===== config.mk =====
export PLATFORM = sky130hd
export DESIGN_NAME = cam_threshold_update
export DESIGN_NICKNAME = d
export VERILOG_FILES = /design/src/pkg/cam_thr_pkg.sv /design/src/pkg/peak_mem_if.sv /design/src/logic/cam_threshold_update.sv /design/src/logic/peak_memory.sv
export SDC_FILE = /design/constraint.sdc
export NUM_CORES = 2
export LEC_CHECK = 0
export ABC_CLOCK_PERIOD_IN_PS = 21600
export BUFFER_PORTS_ARGS = -buffer_cell sky130_fd_sc_hd__buf_2
export CAP_MARGIN = 20
export CORE_UTILIZATION = 25
export CTS_CLUSTER_DIAMETER = 30
export DETAILED_ROUTE_END_ITERATION = 7
export PLACE_DENSITY = 0.44
export SLEW_MARGIN = 20
export SYNTH_ARGS = -nofsm -noshare
export SYNTH_HDL_FRONTEND = slang
export SYNTH_HIERARCHICAL = 1
export SYNTH_SLANG_ARGS = --single-unit

===== constraint.sdc =====
create_clock -name clk -period 21.6 [get_ports clk]
set_clock_uncertainty 0.2 [all_clocks]
set_input_delay 2.16 -clock clk [delete_from_list [all_inputs] [get_ports clk]]
set_output_delay 2.16 -clock clk [all_outputs]
set_load 0.005 [all_outputs]

===== src/pkg/cam_thr_pkg.sv =====
// Constants, field layout and types for the camshaft switch-point generator.
// Assumes a 32-bit classic Wishbone register port and an unsigned field sample.
package cam_thr_pkg;

	localparam int SW        = 12;
	localparam int DEPTH_W   = 4;
	localparam int DEPTH_MAX = 12;

	localparam logic [7:0] ADDR_CTRL   = 8'h00;
	localparam logic [7:0] ADDR_THR    = 8'h04;
	localparam logic [7:0] ADDR_STATUS = 8'h08;
	localparam logic [7:0] ADDR_LEVELS = 8'h0C;

	localparam int CTRL_RUN_BIT   = 0;
	localparam int CTRL_POL_BIT   = 1;
	localparam int CTRL_DEPTH_LSB = 2;
	localparam int CTRL_BOUND_BIT = 6;

	localparam int THR_MODE_LSB = 0;
	localparam int THR_OP_LSB   = 4;
	localparam int THR_REL_LSB  = 8;

	localparam int ST_TOOTH_BIT = 0;
	localparam int ST_OUT_BIT   = 1;
	localparam int ST_WARN_BIT  = 2;
	localparam int ST_FAIL_BIT  = 3;
	localparam int ST_RUN_BIT   = 4;

	localparam int LV_PEAK_LSB   = 0;
	localparam int LV_VALLEY_LSB = 16;

	localparam logic [3:0] DEPTH_RST = 4'h1;
	localparam logic [3:0] CODE_RST  = 4'h0;

	// Percentages are held in units of 1/64 percent, so 1.5625 % is exactly 100
	localparam int         PCT_SCALE   = 6400;
	localparam logic [11:0] PCT_30     = 12'h780;
	localparam logic [11:0] PCT_50     = 12'hC80;
	localparam logic [11:0] PCT_STEP   = 12'h064;
	localparam logic [3:0]  CODE_MAX   = 4'hC;
	localparam logic [11:0] HYS_W      = 12'h280;
	localparam logic [11:0] DROP_WARN_W = 12'h3C0;
	localparam logic [11:0] DROP_FAIL_W = 12'h140;
	localparam logic [11:0] BOUND_W    = 12'h640;

	typedef enum logic [1:0] {THR_STD30, THR_STD50, THR_CUSTOM} thr_mode_t;
	typedef enum logic {S_VALLEY, S_TOOTH} phase_t;

endpackage : cam_thr_pkg


===== src/pkg/peak_mem_if.sv =====
// Link between the switch-point core and its tooth peak history.
// Assumes both ends run on the same clock.
`timescale 1ns/10ps
`default_nettype none
interface peak_mem_if #(parameter int W = 12, parameter int DW = 4);
	logic          clear;
	logic          push;
	logic [W-1:0]  push_val;
	logic [DW-1:0] depth;
	logic [W-1:0]  ref_val;

	modport core (output clear, output push, output push_val, output depth, input ref_val);
	modport mem  (input clear, input push, input push_val, input depth, output ref_val);
endinterface : peak_mem_if
`default_nettype wire


===== src/logic/cam_threshold_update.sv =====
// Running-mode switch-point generator with classic Wishbone registers.
// Assumes field_sample is synchronous to clk and the output pin is pulled up outside.
//
// Functional notes
// Two polarities: low on tooth and high on valley, or the inverse.
// Positive peak memory depth is programmable from one to twelve teeth.
// Operate and release levels are percent of peak-to-peak; 30 or 50 standard.
// Custom codes place each level from 30 to 50 percent in 1.56 percent steps.
// Peak drops beyond operate minus 15 or minus 5 percent are flagged.
// Depth one bases each tooth on the previous tooth's peak.
// Depths two to twelve keep the last n peaks in a rotating store.
// Memory update uses the peak captured n teeth earlier.
// Continuous valley tracking takes the previous tooth's valley as is.
// Bounded valley tracking rejects large tooth-to-tooth valley jumps.
// Output follows only level crossings, independent of rotation direction.
// Switching uses ten percent peak-to-peak hysteresis split about both levels.
// Depth and valley style are separate fields latched before running starts.
//
// Decided for this implementation: the register addresses and register access over Wishbone.
`timescale 1ns/10ps
`default_nettype none
module cam_threshold_update
	import cam_thr_pkg::*;
(
	input  wire logic          clk,
	input  wire logic          rstn,
	input  wire logic          wb_cyc,
	input  wire logic          wb_stb,
	input  wire logic          wb_we,
	input  wire logic [7:0]    wb_adr,
	input  wire logic [3:0]    wb_sel,
	input  wire logic [31:0]   wb_dat_w,
	output var  logic [31:0]   wb_dat_r,
	output var  logic          wb_ack,
	input  wire logic [SW-1:0] field_sample,
	input  wire logic          field_valid,
	output var  logic          target_out,
	output var  logic          target_out_oe
);

	typedef struct packed {
		logic          ack;
		logic [31:0]   rdat;
		logic          run;
		logic          pol;
		logic [3:0]    depth_reg;
		logic          bound_reg;
		thr_mode_t     tmode;
		logic [3:0]    op_code;
		logic [3:0]    rel_code;
		logic          running;
		logic [3:0]    act_depth;
		logic          act_bound;
		phase_t        phase;
		logic [SW-1:0] cur_max;
		logic [SW-1:0] cur_min;
		logic [SW-1:0] valley;
		logic [SW-1:0] last_pk;
		logic          vl_valid;
		logic          pk_valid;
		logic          warn;
		logic          fail;
		logic          out_lvl;
		logic          oe;
	} core_state_t;

	localparam core_state_t CORE_RST = '{
		ack: 1'b0, rdat: '0, run: 1'b0, pol: 1'b0, depth_reg: DEPTH_RST,
		bound_reg: 1'b0, tmode: THR_STD30, op_code: CODE_RST, rel_code: CODE_RST,
		running: 1'b0, act_depth: DEPTH_RST, act_bound: 1'b0, phase: S_VALLEY,
		cur_max: '0, cur_min: '1, valley: '0, last_pk: '0, vl_valid: 1'b0,
		pk_valid: 1'b0, warn: 1'b0, fail: 1'b0, out_lvl: 1'b1, oe: 1'b0
	};

	logic [1:0]    rst_sync_ff;
	logic          rst_sync_n;
	core_state_t   q_ff;
	core_state_t   nxt_q;
	logic [SW-1:0] p2p;
	logic [SW-1:0] ref_pk;
	logic [SW-1:0] half_hys;
	logic [SW-1:0] op_lvl;
	logic [SW-1:0] rel_lvl;
	logic [SW-1:0] rel_frac;
	logic [SW-1:0] jump;
	logic [SW-1:0] drop;
	logic [SW-1:0] last_p2p;
	logic [11:0]   op_w;
	logic [11:0]   rel_w;
	logic [31:0]   wr_word;
	logic          set_warn;
	logic          set_fail;
	logic          pm_clear;
	logic          pm_push;

	peak_mem_if #(.W(SW), .DW(DEPTH_W)) pm ();

	peak_memory #(.W(SW), .DEPTH_MAX_P(DEPTH_MAX)) u_peak_memory (
		.clk   (clk),
		.rst_n (rst_sync_n),
		.pm    (pm)
	);

	assign pm.clear    = pm_clear;
	assign pm.push     = pm_push;
	assign pm.push_val = q_ff.cur_max;
	assign pm.depth    = q_ff.act_depth;

	// Share of the amplitude for a weight in 1/64 percent units
	function automatic logic [SW-1:0] frac(input logic [SW-1:0] amp, input logic [11:0] w);
		logic [SW+11:0] prod;
		prod = amp * w;
		return SW'(prod / (SW+12)'(PCT_SCALE));
	endfunction : frac

	function automatic logic [11:0] weight(input thr_mode_t m, input logic [3:0] code);
		logic [11:0] w;
		w = PCT_30;
		if (m == THR_STD50)
			w = PCT_50;
		else if (m == THR_CUSTOM)
		begin
			// Code 13 and above would pass 50 percent, so they pin to it
			if (code > CODE_MAX)
				w = PCT_50;
			else
				w = 12'(PCT_30 + 12'(code) * PCT_STEP);
		end
		return w;
	endfunction : weight

	function automatic logic [31:0] lanes(input logic [31:0] old, input logic [31:0] dat,
					      input logic [3:0] sel);
		logic [31:0] r;
		r = old;
		for (int i = 0; i < 4; i++)
		begin
			if (sel[i])
				r[8*i +: 8] = dat[8*i +: 8];
		end
		return r;
	endfunction : lanes

	function automatic logic [3:0] clamp_depth(input logic [3:0] d);
		logic [3:0] r;
		r = d;
		if (d == 4'h0)
			r = 4'h1;
		else if (d > 4'(DEPTH_MAX))
			r = 4'(DEPTH_MAX);
		return r;
	endfunction : clamp_depth

	function automatic logic [31:0] reg_read(input core_state_t c, input logic [7:0] a);
		logic [31:0] r;
		r = '0;
		if (a == ADDR_CTRL)
		begin
			r[CTRL_RUN_BIT]              = c.run;
			r[CTRL_POL_BIT]              = c.pol;
			r[CTRL_DEPTH_LSB +: DEPTH_W] = c.depth_reg;
			r[CTRL_BOUND_BIT]            = c.bound_reg;
		end
		else if (a == ADDR_THR)
		begin
			r[THR_MODE_LSB +: 2] = c.tmode;
			r[THR_OP_LSB +: 4]   = c.op_code;
			r[THR_REL_LSB +: 4]  = c.rel_code;
		end
		else if (a == ADDR_STATUS)
		begin
			r[ST_TOOTH_BIT] = (c.phase == S_TOOTH);
			r[ST_OUT_BIT]   = c.out_lvl;
			r[ST_WARN_BIT]  = c.warn;
			r[ST_FAIL_BIT]  = c.fail;
			r[ST_RUN_BIT]   = c.running;
		end
		else if (a == ADDR_LEVELS)
		begin
			r[LV_PEAK_LSB +: SW]   = pm.ref_val;
			r[LV_VALLEY_LSB +: SW] = c.valley;
		end
		return r;
	endfunction : reg_read

	// Switch levels for the coming edge, from the stored peak and tracked valley
	always_comb
	begin
		op_w  = weight(q_ff.tmode, q_ff.op_code);
		rel_w = weight(q_ff.tmode, q_ff.rel_code);
		ref_pk = q_ff.pk_valid ? pm.ref_val : q_ff.cur_max; // Empty history: tooth max
		if (ref_pk > q_ff.valley)
			p2p = SW'(ref_pk - q_ff.valley);
		else
			p2p = '0;
		half_hys = frac(p2p, HYS_W) >> 1;
		op_lvl   = SW'(q_ff.valley + frac(p2p, op_w) + half_hys);
		rel_frac = frac(p2p, rel_w);
		if (rel_frac > half_hys)
			rel_lvl = SW'(q_ff.valley + rel_frac - half_hys);
		else
			rel_lvl = q_ff.valley;
		if (q_ff.cur_min > q_ff.valley)
			jump = SW'(q_ff.cur_min - q_ff.valley);
		else
			jump = SW'(q_ff.valley - q_ff.cur_min);
		if (q_ff.last_pk > q_ff.cur_max)
			drop = SW'(q_ff.last_pk - q_ff.cur_max);
		else
			drop = '0;
		if (q_ff.last_pk > q_ff.valley)
			last_p2p = SW'(q_ff.last_pk - q_ff.valley);
		else
			last_p2p = '0;
	end

	always_comb
	begin
		nxt_q    = q_ff;
		pm_clear = 1'b0;
		pm_push  = 1'b0;
		set_warn = 1'b0;
		set_fail = 1'b0;
		wr_word  = lanes(reg_read(q_ff, wb_adr), wb_dat_w, wb_sel);

		nxt_q.ack = 1'b0;
		if (wb_cyc && wb_stb && !q_ff.ack)
		begin
			nxt_q.ack  = 1'b1;
			nxt_q.rdat = reg_read(q_ff, wb_adr);
			if (wb_we)
			begin
				if (wb_adr == ADDR_CTRL)
				begin
					nxt_q.run       = wr_word[CTRL_RUN_BIT];
					nxt_q.pol       = wr_word[CTRL_POL_BIT];
					nxt_q.depth_reg = wr_word[CTRL_DEPTH_LSB +: DEPTH_W];
					nxt_q.bound_reg = wr_word[CTRL_BOUND_BIT];
				end
				else if (wb_adr == ADDR_THR)
				begin
					nxt_q.tmode    = thr_mode_t'(wr_word[THR_MODE_LSB +: 2]);
					nxt_q.op_code  = wr_word[THR_OP_LSB +: 4];
					nxt_q.rel_code = wr_word[THR_REL_LSB +: 4];
				end
				else if (wb_adr == ADDR_STATUS)
				begin
					if (wb_sel[0] && wb_dat_w[ST_WARN_BIT])
						nxt_q.warn = 1'b0;
					if (wb_sel[0] && wb_dat_w[ST_FAIL_BIT])
						nxt_q.fail = 1'b0;
				end
			end
		end

		// Depth and valley style freeze per run so two history lengths never mix
		if (q_ff.run && !q_ff.running)
		begin
			nxt_q.running   = 1'b1;
			nxt_q.act_depth = clamp_depth(q_ff.depth_reg);
			nxt_q.act_bound = q_ff.bound_reg;
			nxt_q.phase     = S_VALLEY;
			nxt_q.cur_min   = '1;
			nxt_q.cur_max   = '0;
			nxt_q.valley    = '0;
			nxt_q.vl_valid  = 1'b0;
			nxt_q.pk_valid  = 1'b0;
			pm_clear        = 1'b1;
		end
		else if (!q_ff.run)
			nxt_q.running = 1'b0;
		else if (field_valid)
		begin
			// Only level crossings move the phase, so either rotation reads alike
			if (q_ff.phase == S_VALLEY)
			begin
				if (field_sample < q_ff.cur_min)
					nxt_q.cur_min = field_sample;
				if (field_sample > op_lvl)
				begin
					nxt_q.phase   = S_TOOTH;
					nxt_q.cur_max = field_sample;
					if (q_ff.cur_min < field_sample && (!q_ff.act_bound || !q_ff.vl_valid))
						nxt_q.valley = q_ff.cur_min;
					else if (q_ff.cur_min < field_sample && jump <= frac(p2p, BOUND_W))
						nxt_q.valley = q_ff.cur_min;
					nxt_q.vl_valid = q_ff.vl_valid | (q_ff.cur_min < field_sample);
				end
			end
			else
			begin
				if (field_sample > q_ff.cur_max)
					nxt_q.cur_max = field_sample;
				if (field_sample < rel_lvl)
				begin
					nxt_q.phase   = S_VALLEY;
					nxt_q.cur_min = field_sample;
					nxt_q.last_pk = q_ff.cur_max;
					nxt_q.pk_valid = 1'b1;
					pm_push       = 1'b1;
					if (q_ff.pk_valid)
					begin
						set_warn = drop > frac(last_p2p, 12'(op_w - DROP_WARN_W));
						set_fail = drop > frac(last_p2p, 12'(op_w - DROP_FAIL_W));
					end
				end
			end
		end

		// A new drop event outranks a software clear in the same cycle
		nxt_q.warn = nxt_q.warn | set_warn;
		nxt_q.fail = nxt_q.fail | set_fail;

		if (!nxt_q.running)
			nxt_q.out_lvl = 1'b1;
		else if (nxt_q.phase == S_TOOTH)
			nxt_q.out_lvl = q_ff.pol;
		else
			nxt_q.out_lvl = !q_ff.pol;
		nxt_q.oe = !nxt_q.out_lvl;
	end

	always_ff @(posedge clk or negedge rstn)
	begin
		if (!rstn)
			rst_sync_ff <= 2'h0;
		else
			rst_sync_ff <= {rst_sync_ff[0], 1'b1};
	end

	assign rst_sync_n = rst_sync_ff[1];

	always_ff @(posedge clk or negedge rst_sync_n)
	begin
		if (!rst_sync_n)
			q_ff <= CORE_RST;
		else
			q_ff <= nxt_q;
	end

	assign wb_dat_r      = q_ff.rdat;
	assign wb_ack        = q_ff.ack;
	// The pin is only ever pulled low; the high level comes from the pull-up
	assign target_out    = 1'b0 & q_ff.out_lvl;
	assign target_out_oe = q_ff.oe;

endmodule : cam_threshold_update
`default_nettype wire


===== src/logic/peak_memory.sv =====
// Rotating history of tooth peaks; ref_val is the peak pushed depth teeth ago.
// Assumes depth is 1..DEPTH_MAX_P and only changes together with clear.
`timescale 1ns/10ps
`default_nettype none
module peak_memory
	import cam_thr_pkg::*;
#(
	parameter int W           = SW,
	parameter int DEPTH_MAX_P = DEPTH_MAX
)
(
	input  wire logic clk,
	input  wire logic rst_n,
	peak_mem_if.mem   pm
);

	typedef struct packed {
		logic [DEPTH_MAX_P-1:0][W-1:0] slot;
		logic [DEPTH_W-1:0]            ptr;
		logic [DEPTH_W-1:0]            fill;
		logic [W-1:0]                  last;
	} mem_state_t;

	mem_state_t q_ff;
	mem_state_t nxt_q;

	always_comb
	begin
		nxt_q = q_ff;
		if (pm.clear)
		begin
			nxt_q.ptr  = '0;
			nxt_q.fill = '0;
			nxt_q.last = '0;
		end
		else if (pm.push)
		begin
			nxt_q.slot[q_ff.ptr] = pm.push_val;
			if (q_ff.ptr + 4'h1 >= pm.depth)
				nxt_q.ptr = '0;
			else
				nxt_q.ptr = q_ff.ptr + 4'h1;
			if (q_ff.fill < pm.depth)
				nxt_q.fill = q_ff.fill + 4'h1;
			nxt_q.last = pm.push_val;
		end
	end

	// Until n peaks are held the newest one stands in for the missing history
	always_comb
	begin
		if (q_ff.fill >= pm.depth)
			pm.ref_val = q_ff.slot[q_ff.ptr];
		else
			pm.ref_val = q_ff.last;
	end

	always_ff @(posedge clk or negedge rst_n)
	begin
		if (!rst_n)
			q_ff <= '0;
		else
			q_ff <= nxt_q;
	end

endmodule : peak_memory
`default_nettype wire


==> flow_summary.ini <==
[synth]
ys_top_cells_by_area = fa_1 14%, ha_1 13%, dfrtp_1 13%
synth_edf_count = 0
yosysTopAreaCellShare_pct = 13.87
yosysSeqAreaShare_pct = 13.79
synth.most_common_cell = inv_1
synth_area_per_cell_um2 = 8.239
synthTopCellsByCount = 624 x inv_1, 607 x nand2_1, 519 x ha_1
ys_types = 143
synth_area_um2 = 48930
ys.flop_type = dfrtp_1
yosysWarnings = 6
synthesis.instances = 5939
async_reset_ff_share_pct = 100.0
synth_seq_cells = 269
yosysTopAreaCell = fa_1

[worst_setup_path]
max_stage_delay_ns = 0.57
crit_path_start_kind = flop
cpMaxStageDelayCell = fa_1
cp_common_cell = nand2_1
cp-end-kind = flop
critPathKind = reg2reg
worstPathArrival_ns = 20.57
required_ns = 21.83
worstPathMaxFanout = 14

[cts]
clkLatencyLatePin_ns = 0.57
cts_hold_buffers = 0
cts.clk_slew.worst_paths_ns = 0.04
clock_sinks = 269
clockRootBuffer = clkbuf_16
numCtsBuffers = 71
htreeDepth = 3
cts_tree = yes
cts_buffer_depth = 3

[run]
maxCapViolCount = 0

[finish]
diodes = 0
largest_reg_flops = 164
drive_gt1_share_pct = 13.53
regMostFlops = u_peak_memory/q_ff
postLayoutCoreUtil_pct = 28.65
syn_to_final_growth_pct = 13.94
final_nets = 6965
fin_cells = 8638

[floorplanning]
die_x_um = 444.4
die_h_um = 444.4
core_area_um2 = 194600
row_count = 162
initial_core_util_pct = 25.15
dieArea_um2 = 197500
io_pins = 97

[route]
drc = 0
vias = 43780
final_antenna_net_count = 0
wirelength_mm = 161.9
dr.first_iter.drc_count = 2472
via_per_inst = 5.069
drtPass1Iterations = 5
routed_wire_length_per_instance_um = 18.75

[global_routing]
gr-usage-met3_pct = 1.129
grt_usage_pct = 15.98
first_global_vias = 43290
met2_usage_pct = 26.78
grt_use_met1_pct = 22.52
grt_antenna_before_repair = 11
grt_pass1_wl_mm = 252.7
grt-ovfl-total = 0
grt_max_degree = 156
gr-max-usage-layer = met2

[power_and_ir_drop]
p_seq_share_pct = 11.4
pwr-share-comb_pct = 65.7
switching_share_pct = 45.54
p_per_area_nw_per_um2 = 83.02
p_int_mw = 2.521
clkPwrFrac_pct = 22.9
switchingPower_mw = 2.108
p_leak_nw = 25.83
ir_drop_uv = 184.7

[timing]
fmax_mhz = 49.17
report.final.slew_viol_count = 0
setup_viol = 0
whs_ns = 0.1398
worstMarginPinSlew_ns = 1.172
post-route-period-util_pct = 94.15
max_slew_margin_pct = 21.28
finalHoldViolations = 0
period_needed_ns = 20.34

[placed_design]
gp_congestion = 0.8685
numPlacedInstances = 8492
place_hpwl_mm = 131.2
io_buffers = 65

[outcome]
status = complete, no violations

[min_path]
worst_hold_path_type = reg2reg
[worst max-delay path, delay by kind of cell, from the launching register on]
family	cells	cell delay [ns]
AOI/OAI and AO/OA	40	8.98
xor gates and xnor gates	5	0.88
adders and majority gates	9	3.70
buffers and inverters	13	1.66
DFF	1	0.53
muxes	3	0.98
and+or+nand+nor	20	3.28
[routing by layer]
layer | wire, um | vias up
met4 | 2912 | 0
met3 | 4972 | 140
met5 | 0 | -
met1 | 77870 | 21600
met2 | 76180 | 805
li1 | - | 21240
[cell families (layout without fill, tap and decap cells)]
group                    after synthesis  in the layout  synth area share, %
adder cells (fa/ha/maj)              877            877                27.53
other                                  2             10              0.01535
XOR/XNOR                             278            278                5.137
flip-flops                           269            269                13.79
multiplexers                         323            323                7.185
buffers and inverters                896           1045                7.589
AND/OR/NAND/NOR                     1805           1805                17.29
AO/OA/AOI/OAI                       1489           1489                21.46
[layout make-up]
cell class                 instances  area (um2)
inverter                         643        2416
multi-input combinational       4782       38950
fill                           21010      138800
sequential                       269        6758
timing repair buffer             278        2023
clock buffer                     103        2120
tap                             2542        3181
clock inverter                    21       310.3
[power by group through the flow]
| stage | clock, mW | sequential (mW) | combinational (mW) |
|---|---|---|---|
| after floorplan | 0 | 0.534 | 2.19 |
| after CTS | 1.08 | 0.528 | 2.98 |
| after detailed placement | 0 | 0.535 | 2.96 |
| after global placement | 0 | 0.535 | 2.94 |
| final | 1.06 | 0.528 | 3.04 |
| after global routing | 1.11 | 0.529 | 3.39 |
[final timing paths]
kind | depth (start not counted) | from | end | slack, ns
max in group asynchronous | 1 | rst_sync_ff[1] | u_peak_memory/q_ff[16] | 19.48
hold / removal | 0 | rst_sync_ff[0] | rst_sync_ff[1] | 0.14
hold reg to reg | 0 | rst_sync_ff[0] | rst_sync_ff[1] | 0.14
min in group asynchronous | 0 | rst_sync_ff[1] | wb_dat_r[19] | 0.26
setup / recovery | 90 | u_peak_memory/q_ff[17] | u_peak_memory/q_ff[161] | 1.26
setup reg to reg | 90 | u_peak_memory/q_ff[17] | u_peak_memory/q_ff[161] | 1.26
[placed cells by master, fill, tap and decap left out, types with 106 or more instances in the layout]
| cell | instances |
|---|---|
| a21o_1 | 106 |
| o21ai_0 | 221 |
| a21oi_1 | 269 |
| mux2_2 | 183 |
| nand2_1 | 605 |
| nor3_1 | 108 |
| xnor2_1 | 202 |
| nand3_1 | 112 |
| dfrtp_1 | 252 |
| buf_4 | 202 |
| fa_1 | 339 |
| ha_1 | 517 |
| mux2i_1 | 131 |
| inv_1 | 624 |
| nor2_1 | 504 |
[stage by stage]
stage	power [mW]	TNS, ns	setup WS (ns)	cell area [um2]
finish	4.629	0	1.264	55750
global route	5.027	-0.1705	-0.07597	55750
CTS	4.585	0	0.07842	55130
detailed placement	3.495	0	0.1646	52700
global placement	3.475	0	0.2897	52690
floorplan	2.729	0	1.563	48960
[what timing repair did]
item	in CTS	in global routing
setup buffers	0	22
resized for setup	0	101
endpoints found under the setup margin	0	219
(Power assumes the default switching activity.)
